--- src/shared/borc_pkg.sv ---
// Purpose: Constants and types shared by the breaker output relay control block.
// Assumes: 125 MHz system clock; all timers count a common 1 ms tick.
// Notes: Setting widths cover the full documented ranges.
package borc_pkg;

    localparam int unsigned CLK_HZ = 125000000;
    localparam int unsigned TICK_MS = 1;
    localparam int unsigned TICK_CYCLES = CLK_HZ / 1000 * TICK_MS;
    localparam int unsigned TICK_W = 17;

    // Timer widths in 1 ms ticks.
    localparam int unsigned TMR_W = 24;
    localparam int unsigned AUX_N = 5;

    // Fallback and no-contact release times, in milliseconds.
    localparam int unsigned BKR_OP_DEFAULT_MS = 2000;
    localparam int unsigned TRIP_NOAUX_MS = 100;
    localparam int unsigned CLOSE_NOAUX_MS = 200;

    // Seal-in setting: 0.00 to 9.99 s in 10 ms steps.
    localparam int unsigned SEAL_W = 10;
    localparam int unsigned SEAL_STEP_MS = 10;
    localparam int unsigned SEAL_MAX = 999;
    localparam logic [SEAL_W-1:0] SEAL_RESET = 10'h004;

    // Dwell setting: 0.1 to 6000.0 s in 100 ms steps.
    localparam int unsigned DWELL_W = 16;
    localparam int unsigned DWELL_STEP_MS = 100;
    localparam int unsigned DWELL_MIN = 1;
    localparam int unsigned DWELL_MAX = 60000;

    // Output type encoding of each auxiliary output.
    localparam logic [1:0] AUX_SELF_RESET = 2'h0;
    localparam logic [1:0] AUX_LATCHED = 2'h1;
    localparam logic [1:0] AUX_PULSED = 2'h2;

    typedef enum logic [1:0] {
        BRK_IDLE,
        BRK_HOLD,
        BRK_SEAL
    } borc_brk_state_t;

endpackage : borc_pkg

--- src/hdl/borc_aux_out.sv ---
// Purpose: One configurable auxiliary output: latched, self-resetting or pulsed.
// Assumes: Requests and reset are already synchronous to clk.
// Notes: Drive level follows the configured operated polarity.
`timescale 1ns/1ns
module borc_aux_out (
    input wire logic clk,
    input wire logic rst_n,
    input wire logic clk_en,
    input wire logic tick,
    input wire logic request,
    input wire logic reset_cmd,
    input wire logic [1:0] out_type,
    input wire logic operated_energized,
    input wire logic [borc_pkg::DWELL_W-1:0] dwell,
    output logic operated,
    output logic drive
);

    logic op_q;
    logic req_q;
    logic [borc_pkg::TMR_W-1:0] dwell_cnt_q;
    logic [borc_pkg::DWELL_W-1:0] dwell_lim;
    logic [borc_pkg::TMR_W-1:0] dwell_ms;

    // Out-of-range dwell settings are clamped rather than refused.
    always_comb begin
        if (dwell < borc_pkg::DWELL_W'(borc_pkg::DWELL_MIN)) begin
            dwell_lim = borc_pkg::DWELL_W'(borc_pkg::DWELL_MIN);
        end else if (dwell > borc_pkg::DWELL_W'(borc_pkg::DWELL_MAX)) begin
            dwell_lim = borc_pkg::DWELL_W'(borc_pkg::DWELL_MAX);
        end else begin
            dwell_lim = dwell;
        end
        dwell_ms = borc_pkg::TMR_W'(dwell_lim * 24'(borc_pkg::DWELL_STEP_MS));
    end

    always_ff @(posedge clk or negedge rst_n) begin
        if (!rst_n) begin
            req_q <= 1'b0;
        end else if (clk_en) begin
            req_q <= request;
        end
    end

    always_ff @(posedge clk or negedge rst_n) begin
        if (!rst_n) begin
            op_q <= 1'b0;
            dwell_cnt_q <= '0;
        end else if (clk_en) begin
            case (out_type)
                borc_pkg::AUX_LATCHED: begin
                    // A request beats a reset in the same cycle.
                    if (request) begin
                        op_q <= 1'b1;
                    end else if (reset_cmd) begin
                        op_q <= 1'b0;
                    end
                end
                borc_pkg::AUX_PULSED: begin
                    if (!op_q && request && !req_q) begin
                        op_q <= 1'b1;
                        dwell_cnt_q <= '0;
                    end else if (op_q && tick) begin
                        if (dwell_cnt_q + 24'h000001 >= dwell_ms) begin
                            op_q <= 1'b0;
                        end
                        dwell_cnt_q <= dwell_cnt_q + 24'h000001;
                    end
                end
                default: begin
                    op_q <= request;
                end
            endcase
        end
    end

    assign operated = op_q;
    assign drive = op_q ~^ operated_energized;

endmodule : borc_aux_out

--- src/hdl/borc_top.sv ---
// Purpose: Trip, close and five auxiliary output relay drivers of a protection relay.
// Assumes: Feature requests come from logic on clk; contacts and resets come from pins.
// Notes: Every timer counts the common 1 ms tick; all outputs are registered.
`timescale 1ns/1ns

// How it works
// - Trip or close holds until contact confirms new breaker state and request clears.
// - Without a breaker change, release after breaker-operation delay, default 2 seconds.
// - No contacts assigned: trip drops after breaker-failure delay or 100 ms.
// - No contacts assigned: close is held for a fixed 200 ms.
// - Seal-in time is added to the trip and close outputs' reset time.
// - Seal-in settings reset to 40 ms.
// - Seal-in spans 0.00 to 9.99 s in 10 ms steps.
// - Open contact assigned: trip holds until it reports breaker open.
// - Only closed contact assigned: trip holds until it reports breaker open.
// - Closed contact assigned: close holds until it reports breaker closed.
// - Only open contact assigned: close holds until it reports breaker closed.
// - Each auxiliary output has selectable energized or de-energized operated level.
// - Latched auxiliary holds until a key, input or communications reset.
// - Self-resetting auxiliary follows the OR of its requests.
// - Pulsed auxiliary operates for the dwell time from the first request.
// - Each of the five auxiliary outputs has its own independent configuration set.
// - Dwell spans 0.1 to 6000.0 s in 0.1 s steps.
module borc_top (
    input wire logic clk,
    input wire logic rst_n,
    input wire logic clk_en,
    input wire logic trip_request,
    input wire logic close_request,
    input wire logic breaker_closed_contact,
    input wire logic breaker_open_contact,
    input wire logic closed_contact_assigned,
    input wire logic open_contact_assigned,
    input wire logic bkr_op_delay_en,
    input wire logic [borc_pkg::TMR_W-1:0] bkr_op_delay_ms,
    input wire logic bkr_fail_en,
    input wire logic [borc_pkg::TMR_W-1:0] bkr_fail_delay_ms,
    input wire logic seal_load,
    input wire logic [borc_pkg::SEAL_W-1:0] trip_reset_extension_in,
    input wire logic [borc_pkg::SEAL_W-1:0] close_reset_extension_in,
    input wire logic reset_key,
    input wire logic reset_input,
    input wire logic reset_comm,
    input wire logic [borc_pkg::AUX_N-1:0] aux_request,
    input wire logic [2*borc_pkg::AUX_N-1:0] aux_type,
    input wire logic [borc_pkg::AUX_N-1:0] aux_operated_energized,
    input wire logic [borc_pkg::DWELL_W*borc_pkg::AUX_N-1:0] aux_dwell,
    output logic trip_drive,
    output logic close_drive,
    output logic [borc_pkg::AUX_N-1:0] aux_drive,
    output logic [borc_pkg::AUX_N-1:0] aux_operated,
    output logic [borc_pkg::SEAL_W-1:0] trip_reset_extension,
    output logic [borc_pkg::SEAL_W-1:0] close_reset_extension
);

    // Pin synchronisers: three stages, second and third must agree.
    localparam int unsigned PIN_N = 5;
    logic [PIN_N-1:0] pin_raw;
    logic [PIN_N-1:0] pin_s1_q;
    logic [PIN_N-1:0] pin_s2_q;
    logic [PIN_N-1:0] pin_s3_q;
    logic [PIN_N-1:0] pin_q;

    assign pin_raw = {reset_comm, reset_input, reset_key, breaker_open_contact, breaker_closed_contact};

    always_ff @(posedge clk or negedge rst_n) begin
        if (!rst_n) begin
            pin_s1_q <= '0;
            pin_s2_q <= '0;
            pin_s3_q <= '0;
            pin_q <= '0;
        end else if (clk_en) begin
            pin_s1_q <= pin_raw;
            pin_s2_q <= pin_s1_q;
            pin_s3_q <= pin_s2_q;
            for (int i = 0; i < PIN_N; i++) begin
                if (pin_s2_q[i] == pin_s3_q[i]) begin
                    pin_q[i] <= pin_s3_q[i];
                end
            end
        end
    end

    logic bkr_closed;
    logic bkr_open;
    logic any_reset;
    assign bkr_closed = pin_q[0];
    assign bkr_open = pin_q[1];
    assign any_reset = |pin_q[4:2];

    // Common 1 ms tick.
    logic [borc_pkg::TICK_W-1:0] tick_cnt_q;
    logic tick_q;

    always_ff @(posedge clk or negedge rst_n) begin
        if (!rst_n) begin
            tick_cnt_q <= '0;
            tick_q <= 1'b0;
        end else if (clk_en) begin
            if (tick_cnt_q == borc_pkg::TICK_W'(borc_pkg::TICK_CYCLES - 1)) begin
                tick_cnt_q <= '0;
                tick_q <= 1'b1;
            end else begin
                tick_cnt_q <= tick_cnt_q + 17'h00001;
                tick_q <= 1'b0;
            end
        end
    end

    // Seal-in settings, loaded on seal_load and clamped.
    logic [borc_pkg::SEAL_W-1:0] trip_seal_q;
    logic [borc_pkg::SEAL_W-1:0] close_seal_q;

    function automatic logic [borc_pkg::SEAL_W-1:0] clamp_seal(input logic [borc_pkg::SEAL_W-1:0] v);
        clamp_seal = (v > borc_pkg::SEAL_W'(borc_pkg::SEAL_MAX)) ? borc_pkg::SEAL_W'(borc_pkg::SEAL_MAX) : v;
    endfunction : clamp_seal

    always_ff @(posedge clk or negedge rst_n) begin
        if (!rst_n) begin
            trip_seal_q <= borc_pkg::SEAL_RESET;
            close_seal_q <= borc_pkg::SEAL_RESET;
        end else if (clk_en && seal_load) begin
            trip_seal_q <= clamp_seal(trip_reset_extension_in);
            close_seal_q <= clamp_seal(close_reset_extension_in);
        end
    end

    logic [borc_pkg::TMR_W-1:0] trip_seal_ms;
    logic [borc_pkg::TMR_W-1:0] close_seal_ms;
    assign trip_seal_ms = borc_pkg::TMR_W'(trip_seal_q * 24'(borc_pkg::SEAL_STEP_MS));
    assign close_seal_ms = borc_pkg::TMR_W'(close_seal_q * 24'(borc_pkg::SEAL_STEP_MS));

    logic any_contact;
    logic [borc_pkg::TMR_W-1:0] fallback_ms;
    logic [borc_pkg::TMR_W-1:0] trip_noaux_ms;
    logic trip_confirmed;
    logic close_confirmed;
    assign any_contact = closed_contact_assigned | open_contact_assigned;
    assign fallback_ms = bkr_op_delay_en ? bkr_op_delay_ms : borc_pkg::TMR_W'(borc_pkg::BKR_OP_DEFAULT_MS);
    assign trip_noaux_ms = bkr_fail_en ? bkr_fail_delay_ms : borc_pkg::TMR_W'(borc_pkg::TRIP_NOAUX_MS);

    // The open contact has priority for trip; the closed contact stands in inverted.
    always_comb begin
        if (open_contact_assigned) begin
            trip_confirmed = bkr_open;
        end else begin
            trip_confirmed = !bkr_closed;
        end
        if (closed_contact_assigned) begin
            close_confirmed = bkr_closed;
        end else begin
            close_confirmed = !bkr_open;
        end
    end

    // Trip channel.
    borc_pkg::borc_brk_state_t trip_st_q;
    logic [borc_pkg::TMR_W-1:0] trip_tmr_q;
    logic trip_q;

    always_ff @(posedge clk or negedge rst_n) begin
        if (!rst_n) begin
            trip_st_q <= borc_pkg::BRK_IDLE;
            trip_tmr_q <= '0;
            trip_q <= 1'b0;
        end else if (clk_en) begin
            case (trip_st_q)
                borc_pkg::BRK_IDLE: begin
                    trip_tmr_q <= '0;
                    if (trip_request) begin
                        trip_st_q <= borc_pkg::BRK_HOLD;
                        trip_q <= 1'b1;
                    end
                end
                borc_pkg::BRK_HOLD: begin
                    // The release timer runs only while the request is absent.
                    if (trip_request) begin
                        trip_tmr_q <= '0;
                    end else if (any_contact && trip_confirmed) begin
                        trip_st_q <= borc_pkg::BRK_SEAL;
                        trip_tmr_q <= '0;
                    end else if (tick_q) begin
                        trip_tmr_q <= trip_tmr_q + 24'h000001;
                        if (trip_tmr_q + 24'h000001 >= (any_contact ? fallback_ms : trip_noaux_ms)) begin
                            trip_st_q <= borc_pkg::BRK_SEAL;
                            trip_tmr_q <= '0;
                        end
                    end
                end
                borc_pkg::BRK_SEAL: begin
                    if (trip_tmr_q >= trip_seal_ms) begin
                        trip_st_q <= borc_pkg::BRK_IDLE;
                        trip_q <= 1'b0;
                    end else if (tick_q) begin
                        trip_tmr_q <= trip_tmr_q + 24'h000001;
                    end
                end
                default: begin
                    trip_st_q <= borc_pkg::BRK_IDLE;
                    trip_q <= 1'b0;
                end
            endcase
        end
    end

    // Close channel.
    borc_pkg::borc_brk_state_t close_st_q;
    logic [borc_pkg::TMR_W-1:0] close_tmr_q;
    logic close_q;

    always_ff @(posedge clk or negedge rst_n) begin
        if (!rst_n) begin
            close_st_q <= borc_pkg::BRK_IDLE;
            close_tmr_q <= '0;
            close_q <= 1'b0;
        end else if (clk_en) begin
            case (close_st_q)
                borc_pkg::BRK_IDLE: begin
                    close_tmr_q <= '0;
                    if (close_request) begin
                        close_st_q <= borc_pkg::BRK_HOLD;
                        close_q <= 1'b1;
                    end
                end
                borc_pkg::BRK_HOLD: begin
                    if (!any_contact) begin
                        // Fixed operated time regardless of the request.
                        if (tick_q) begin
                            close_tmr_q <= close_tmr_q + 24'h000001;
                            if (close_tmr_q + 24'h000001 >= borc_pkg::TMR_W'(borc_pkg::CLOSE_NOAUX_MS)) begin
                                close_st_q <= borc_pkg::BRK_SEAL;
                                close_tmr_q <= '0;
                            end
                        end
                    end else if (close_request) begin
                        close_tmr_q <= '0;
                    end else if (close_confirmed) begin
                        close_st_q <= borc_pkg::BRK_SEAL;
                        close_tmr_q <= '0;
                    end else if (tick_q) begin
                        close_tmr_q <= close_tmr_q + 24'h000001;
                        if (close_tmr_q + 24'h000001 >= fallback_ms) begin
                            close_st_q <= borc_pkg::BRK_SEAL;
                            close_tmr_q <= '0;
                        end
                    end
                end
                borc_pkg::BRK_SEAL: begin
                    if (close_tmr_q >= close_seal_ms) begin
                        close_st_q <= borc_pkg::BRK_IDLE;
                        close_q <= 1'b0;
                    end else if (tick_q) begin
                        close_tmr_q <= close_tmr_q + 24'h000001;
                    end
                end
                default: begin
                    close_st_q <= borc_pkg::BRK_IDLE;
                    close_q <= 1'b0;
                end
            endcase
        end
    end

    // Auxiliary outputs; each gets its own slice of every setting.
    logic [borc_pkg::AUX_N-1:0] aux_op;
    logic [borc_pkg::AUX_N-1:0] aux_lvl;
    logic [borc_pkg::AUX_N-1:0] aux_op_q;
    logic [borc_pkg::AUX_N-1:0] aux_drive_q;

    for (genvar g = 0; g < borc_pkg::AUX_N; g++) begin : g_aux
        borc_aux_out u_aux (
            .clk(clk),
            .rst_n(rst_n),
            .clk_en(clk_en),
            .tick(tick_q),
            .request(aux_request[g]),
            .reset_cmd(any_reset),
            .out_type(aux_type[2*g +: 2]),
            .operated_energized(aux_operated_energized[g]),
            .dwell(aux_dwell[borc_pkg::DWELL_W*g +: borc_pkg::DWELL_W]),
            .operated(aux_op[g]),
            .drive(aux_lvl[g])
        );
    end

    // Registered so every output leaves a flip-flop; in reset every drive
    // reads low, whatever the operated polarity.
    always_ff @(posedge clk or negedge rst_n) begin
        if (!rst_n) begin
            aux_op_q <= '0;
            aux_drive_q <= '0;
        end else if (clk_en) begin
            aux_op_q <= aux_op;
            aux_drive_q <= aux_lvl;
        end
    end

    assign trip_drive = trip_q;
    assign close_drive = close_q;
    assign aux_drive = aux_drive_q;
    assign aux_operated = aux_op_q;
    assign trip_reset_extension = trip_seal_q;
    assign close_reset_extension = close_seal_q;

endmodule : borc_top

--- config.mk ---
export PLATFORM = sky130hd
export DESIGN_NAME = borc_top
export DESIGN_NICKNAME = d
export VERILOG_FILES = /design/src/shared/borc_pkg.sv /design/src/hdl/borc_aux_out.sv /design/src/hdl/borc_top.sv
export SDC_FILE = /design/constraint.sdc
export NUM_CORES = 1
export LEC_CHECK = 0
export BUFFER_PORTS_ARGS = -buffer_cell sky130_fd_sc_hd__buf_4
export CORE_MARGIN = 4
export CORE_UTILIZATION = 45
export CTS_CLUSTER_SIZE = 10
export DETAILED_ROUTE_END_ITERATION = 12
export PLACE_DENSITY = 0.74
export SLEW_MARGIN = 5
export SYNTH_ARGS = -nofsm -noshare
export SYNTH_HDL_FRONTEND = slang
export SYNTH_SLANG_ARGS = --single-unit
--- constraint.sdc ---
create_clock -name clk -period 9.95 [get_ports clk]
set_input_delay 1.99 -clock clk [delete_from_list [all_inputs] [get_ports clk]]
set_output_delay 1.99 -clock clk [all_outputs]
set_load 0.1 [all_outputs]
==> results of run 1 <==
path summary, 6_finish.rpt:
check | from | to | slack [ns] | cells after the start
max | aux_dwell[65] | g_aux[4].u_aux.operated | 2.08 | 25
min | tick_cnt_q[10] | tick_cnt_q[10] | 0.50 | 1
max reg2reg | close_reset_extension[2] | close_tmr_q[2] | 4.26 | 18
min reg2reg | tick_cnt_q[10] | tick_cnt_q[10] | 0.50 | 1
max in group asynchronous | rst_n | g_aux[4].u_aux.dwell_cnt_q[7] | 6.89 | 2
min in group asynchronous | rst_n | trip_tmr_q[1] | 1.52 | 1
power by group through the flow:
stage          sequential (uW)  combinational [uW]  clock [uW]
2_1_floorplan             1350                1490           0
3_3_place_gp              1200                2100           0
3_5_place_dp              1200                2140           0
4_1_cts                   1190                2160        1270
5_1_grt                   1200                2450        1320
6_report                  1190                2140        1240
synthesized netlist by cell type, types with 6 or more instances:
library cell / n
o21a_1: 23
a211o_1: 7
nor4b_1: 7
a31oi_1: 43
or4_1: 8
xor2_1: 96
xnor2_1: 165
nand2b_1: 40
nand3_1: 131
o21ai_0: 194
a21o_1: 55
o22a_1: 8
nor3_1: 56
o31ai_1: 36
o31a_1: 9
nand2_1: 301
clkbuf_1: 104
nor2b_1: 38
a21oi_1: 103
fa_1: 57
nor4_1: 19
a2bb2oi_1: 9
mux2_2: 29
or3_1: 20
ha_1: 478
nand3b_1: 8
o21bai_1: 22
and2_1: 29
buf_2: 14
o41ai_1: 10
dfrtp_1: 250
a2111oi_0: 8
a22o_1: 81
a21boi_0: 6
o22ai_1: 8
a211oi_1: 23
o211ai_1: 21
and3_1: 72
nor2_1: 200
or2_2: 17
inv_1: 317
nand4_1: 40
worst max-delay path, delay by kind of cell:
kind	cells	cell delay (ns)
buffers and inverters	2	0.23
XOR/XNOR	1	0.17
AND/OR/NAND/NOR	5	0.88
AO/OA/AOI/OAI	12	3.44
adder cells (fa/ha/maj)	5	1.64
metal layers:
| layer | vias up | routed length, microns | track usage (%) |
|---|---|---|---|
| met5 | - | 13 | 0 |
| met3 | 105 | 3100 | 2.56 |
| li1 | 11800 | - | - |
| met2 | 506 | 30500 | 33.7 |
| met1 | 11100 | 30800 | 26.8 |
| met4 | 2 | 1820 | 5.77 |
flip-flops by register name, indices dropped and copies added, names as in the netlist:
| register | count |
|---|---|
| close_drive | 1 |
| g_aux.u_aux.operated | 5 |
| pin_s1_q | 5 |
| pin_s2_q | 5 |
| aux_operated | 5 |
| close_tmr_q | 24 |
| trip_tmr_q | 24 |
| close_st_q | 2 |
| tick_cnt_q | 17 |
| trip_drive | 1 |
| aux_drive | 5 |
| trip_reset_extension | 10 |
| g_aux.u_aux.req_q | 5 |
| close_reset_extension | 10 |
| pin_s3_q | 5 |
| trip_st_q | 2 |
| tick_q | 1 |
| g_aux.u_aux.dwell_cnt_q | 120 |
| pin_q | 5 |
area by class of cell:
| cell class | instances | area (sq um) | area share [%] |
|---|---|---|---|
| multi-input combinational | 2557 | 19600 | 63.4 |
| sequential | 252 | 6310 | 20.4 |
| timing repair buffer | 230 | 1730 | 5.60 |
| inverter | 319 | 1200 | 3.87 |
| clock buffer | 54 | 1050 | 3.39 |
| tap | 782 | 978 | 3.16 |
| clock inverter | 6 | 61.3 | 0.198 |
| antenna | 3 | 7.51 | 0.0242 |
metrics by stage:
stage               utilization, %  total power (uW)  instance area, sq um  setup slack, ns
finish                        51.1              4570                 31000             2.08
global route                  51.1              4970                 31000             1.49
CTS                           51.1              4620                 31000             2.11
detailed placement            49.3              3350                 29800             1.52
global placement              49.3              3300                 29800             1.74
floorplan                        -              2840                 27600             2.34
cells by family (layout without fill, tap and decap cells):
family,Yosys count,count (layout),share of synthesized area (%)
compound gates,720,720,17.7
xor+xnor,261,261,8.27
fa+ha+maj,535,535,25.8
buf+inv,446,609,6.20
flops,252,252,22.8
mux,32,32,1.29
other cells,0,3,0
simple gates,1009,1009,18.0
==> metrics, run 1 <==
Crit. End Element flip-flop; Pleak 0.0157 uW; Area Overhead vs Synth 12.0%; Netlist Area Pre-Place 0.0276 sq mm; commonest non-fill, non-tap cell in the layout ha_1; Clock Path Buffers 3; drt wl/cell roughly 16 microns; final worst-path cycle share 79.1%; vias post-DR 23500; largest net degree at the start of global routing 116; slowest stage cell, crit path o21bai_1; Post CTS Setup Buffer Count 0; top-area cell type share of the netlist area 22.6%; GR Util All Layers 19.9%; top_reg_cell synth dfrtp_1; CP dominant cell by count ha_1; Clock Skew 0.0167 ns; Net Switching 1840 uW; EDFF count, synth 0; Slew headroom 23.7%; detailed-route DRC error count 0; post-CTS sizing 0; sequential share of power 26.0%; hold_ws 0.496 ns; Clock Pin Slew Worst Setup and Hold Paths 0.05 ns; post-synth top area cell dfrtp_1; Initial Util around 46%; synth warn 0; post-route minimum period 7.87 ns; vias in the first global route about 23000; endpoints failing setup 0; sw frac 40.3%; Hold-fix buffers, CTS 0; later-pin clock latency in the skew report 0.54 ns; area of the die 0.0655 sq mm; Num CTS Buffers 35; final std cells w/o fill 4203; pwr dens approximately 150 mW/mm^2; Mapped Cells 3255; top cells by area, synth dfrtp_1, ha_1, xnor2_1; status completed; Clock power frac 27.1%; router iterations before antenna repair 6; GPL Wtd Cong 0.952; worst slew pin tran 1.14 ns; post-synthesis register bit count 252; critical path type primary input to flip-flop; combinational share of power between 40% and 50%; syn avg cell area 8.49 sq um; CP arrival 8.33 ns; Detailed Route WL 66100 microns; f_max about 0.13 GHz; Placed Cells 4140; Fin Setup TNS 0 ns; total grt overflow 0; FILL cells 5696; CTS tree yes; internal power 2730 uW; highest net fanout along the worst path 13; share of cells above drive strength 1 10.4%; final hold violations 0; routed vias/inst 5.58; sequential area share after synthesis 22.8%; initial antenna violation count 3; DR iter-0 viols 1271; crit start category primary input; maxcap violations 0; Async SR Flop Fraction 100%; critical path data required time 10.41 ns; post-DP HPWL slightly above 50000 microns; Slew Viols, Final 0; syn nets 3973; Core Region 0.0606 sq mm; Buffers on Ports 214; I/O pin total 215; slowest stage delay, CP 0.56 ns; Hold Path Class flip-flop to flip-flop; global-route wire length before repair around 110000 microns; die height 256 microns; Clock Sink Count 252; maximum VDD drop roughly 120 uV; most frequent cells in the layout ha_1, inv_1, nand2_1; RSZ-0062 raised after global routing no; nets between 4000 and 5000; H-tree lvl count 2; Post-DRT Antenna Nets 0; Root Buffer clkbuf_16; Netlist cell types 87; Die Span X roughly 260 microns; Rows 90
No activity file was read; power rests on OpenSTA's default activity.
==> inputs of run 2 (changes only) <==
--- a/config.mk
+++ b/config.mk
@@ -5,6 +5,7 @@
 export SDC_FILE = /design/constraint.sdc
 export NUM_CORES = 1
 export LEC_CHECK = 0
+export ABC_AREA = 1
 export BUFFER_PORTS_ARGS = -buffer_cell sky130_fd_sc_hd__buf_4
 export CORE_MARGIN = 4
 export CORE_UTILIZATION = 45
==> constraint.sdc (replaced) <==
create_clock -name clk -period 7.38 [get_ports clk]
set_input_delay 1.476 -clock clk [delete_from_list [all_inputs] [get_ports clk]]
set_output_delay 1.476 -clock clk [all_outputs]
set_load 0.1 [all_outputs]
==> run 2 against run 1 <==
- non-clock buffer count decreased by 3
- critical path type unchanged
- critical path depth is 10 higher
- largest cell class unchanged
- synthesized cell count increased by 20%
- critical endpoint is now g_aux[3].u_aux.operated
==> metrics, run 2 <==
R2R depth 20 (+2); syn nets 4633 (+17%); Netlist Area Pre-Place 0.0281 sq mm (+1.7%); GPL Wtd Cong 0.927 (-2.7%); Clock Path Buffers 3 (unchanged); detailed-route DRC error count 0 (unchanged); critical path data required time 7.84 ns (-2.57 ns); post-DP HPWL 53800 microns (+4.4%); Initial Util 45.5% (-0.090 points); fin util 51.5% (+0.38 points); CP arrival 7.16 ns (-1.17 ns); Hold-fix buffers, CTS 0 (unchanged); most frequent cell after synthesis nand2_1; Clock Sink Count 252 (unchanged); Fin Setup TNS 0 ns (unchanged); DR iter-0 viols 1535 (+21%); router iterations before antenna repair 5 (-1); footprint of the multi-input gates 0.0186 sq mm (-5.4%); post-synthesis register bit count 252 (unchanged); top-area cell type share of the netlist area 22.3% (-0.37 points); reg2reg setup slack 2.87 ns (-1.39 ns); GR Util All Layers 20.0% (+0.066 points); critical path type primary input to flip-flop; Async SR Flop Fraction 100% (unchanged); EDFF count, synth 0 (unchanged); Hold Path Class flip-flop to flip-flop; Mapped Cells 3915 (+20%); Detailed Route WL 66900 microns (+1.1%); end of the critical path g_aux[3].u_aux.operated; routed vias/inst 5.10 (-8.6%); commonest non-fill, non-tap cell in the layout nand2_1; final worst-path cycle share 90.7%; sequential area share after synthesis 22.4% (-0.37 points); top_reg_cell synth dfrtp_1; CTS tree yes; Buffers on Ports 214 (unchanged); pwr dens 247 mW/mm^2 (+67%); synth warn 0 (unchanged); area of the die 0.0665 sq mm (+1.6%); share of cells above drive strength 1 8.10% (-2.3 points); H-tree lvl count 2 (unchanged); initial antenna violation count 3 (unchanged); Hold Path Origin pin_s2_q[1]; Num CTS Buffers 36 (+2.9%); die height 258 microns (+0.80%); Root Buffer clkbuf_16; Area Overhead vs Synth 13.1%; Synth top cells by count nand2_1, inv_1, ha_1, nor2_1, dfrtp_1; post-CTS sizing 0 (unchanged); top flop regs g_aux.u_aux.dwell_cnt_q x120, close_tmr_q x24, trip_tmr_q x24; FILL cells 6092 (+7.0%); final hold violations 0 (unchanged); Die Span X 258 microns (+0.80%); later-pin clock latency in the skew report 0.55 ns (about the same); maxcap violations 0 (unchanged); worst slew pin tran 0.907 ns (-0.234 ns); status completed; RSZ-0062 raised after global routing no; vias in the first global route 24100 (+3.8%); endpoints failing setup 0 (unchanged); max reg flops 120 (unchanged); CP dominant cell by count nor2_1; I/O pin total 215 (unchanged); Core Region 0.0617 sq mm (+1.9%); Post-DRT Antenna Nets 0 (unchanged); slowest stage delay, CP 0.50 ns (-0.06 ns); crit path launch aux_dwell[61]; Top reg by flops g_aux.u_aux.dwell_cnt_q; global-route wire length before repair 114000 microns (+1.5%); vias post-DR 25400 (+8.2%); worst hold path stage count 2 (+1); Clock Pin Slew Worst Setup and Hold Paths 0.05 ns (about the same); Netlist cell types 56 (-36%); f_max 0.149 GHz; slowest stage cell, crit path fa_1; drt wl/cell 13.4 microns (-15%); post-route minimum period 6.69 ns; Slew Viols, Final 0 (unchanged); FF/Latch Area 0.00631 sq mm (unchanged); reg2reg start close_reset_extension[3]; largest net degree at the start of global routing 102 (-12%); syn avg cell area 7.18 sq um (-15%); Crit. End Element flip-flop; nets 4830 (+17%); most frequent cells in the layout nand2_1, inv_1, ha_1; crit start category primary input; total grt overflow 0 (unchanged); Post CTS Setup Buffer Count 0 (unchanged); post-synth top area cell dfrtp_1; Pleak 0.0176 uW (+12%); FF-to-FF End close_tmr_q[5]; diode count 0 (-3); top cells by area, synth dfrtp_1, ha_1, nand2_1; maximum VDD drop 237 uV (+100%); highest net fanout along the worst path 9 (-4); Total Power 7840 uW (+72%); Rows 91 (+1.1%); Clock Skew 0.0274 ns (+0.0107 ns); Slew headroom 39.5% (+16 points)
run 2: cell types whose count changed after synthesis, moves of 64 or more:
| cell | delta |
|---|---|
| a22o_1 | -75 |
| a21oi_1 | +84 |
| inv_1 | +453 |
| nor2_1 | +141 |
| nand2_1 | +491 |
| xnor2_1 | -128 |
| xor2_1 | +64 |
| o22ai_1 | +67 |
| and3_1 | -69 |
run 2: layout make-up:
class	instances	area share, %
multi-input cells	2808	58.5
clock inverters	12	0.382
flip-flops and latches	252	19.9
repair buffers	227	5.39
well taps	837	3.30
clock buffers	51	3.33
inverters	787	9.30
run 2: per-layer routing:
metal	track usage, %	vias to the layer above	routed length [microns]
met5	0	-	38
met4	4.57	6	1210
met3	2.98	91	3590
met2	33.3	517	30600
met1	27.6	11600	31500
li1	-	13100	-
run 2: through the flow:
stage / area [sq um] / hold WS, ns / cells / setup WS, ns
after floorplan: 28100 / 0.442 / 3915 / 1.09
after global placement: 30600 / 0.454 / 4911 / 0.327
after detailed placement: 30600 / 0.458 / 4911 / 0.192
after CTS: 31800 / 0.472 / 4974 / 0.735
after global routing: 31800 / 0.478 / 4974 / 0.125
final: 31800 / 0.466 / 4974 / 0.689
run 2: logic make-up (layout without fill, tap and decap cells):
| family | Yosys count | count (layout) | share of synthesized area (%) |
|---|---|---|---|
| AO/OA/AOI/OAI | 557 | 557 | 11.5 |
| XOR/XNOR | 197 | 197 | 6.14 |
| adder cells (fa/ha/maj) | 535 | 535 | 25.3 |
| buffers and inverters | 855 | 1077 | 11.5 |
| flip-flops | 252 | 252 | 22.4 |
| AND/OR/NAND/NOR | 1519 | 1519 | 23.1 |
run 2: worst min-delay path by stage:
stage                             end  slack [ns]
after floorplan           pin_s3_q[2]        0.44
after global placement    pin_s1_q[1]        0.45
after detailed placement  pin_s2_q[1]        0.46
after CTS                 pin_s2_q[1]        0.47
after global routing      pin_s2_q[1]        0.48
final                     pin_s2_q[1]        0.47
run 2: worst max-delay path, delay by kind of cell:
kind	cells	cell delay, ns
buf+inv	6	0.67
fa+ha+maj	4	1.36
compound gates	7	1.58
xor+xnor	1	0.22
simple gates	17	1.86
run 2: power by group:
part,switching (uW),internal [uW]
clock,685,1040
combinational,2530,1600
sequential,296,1690
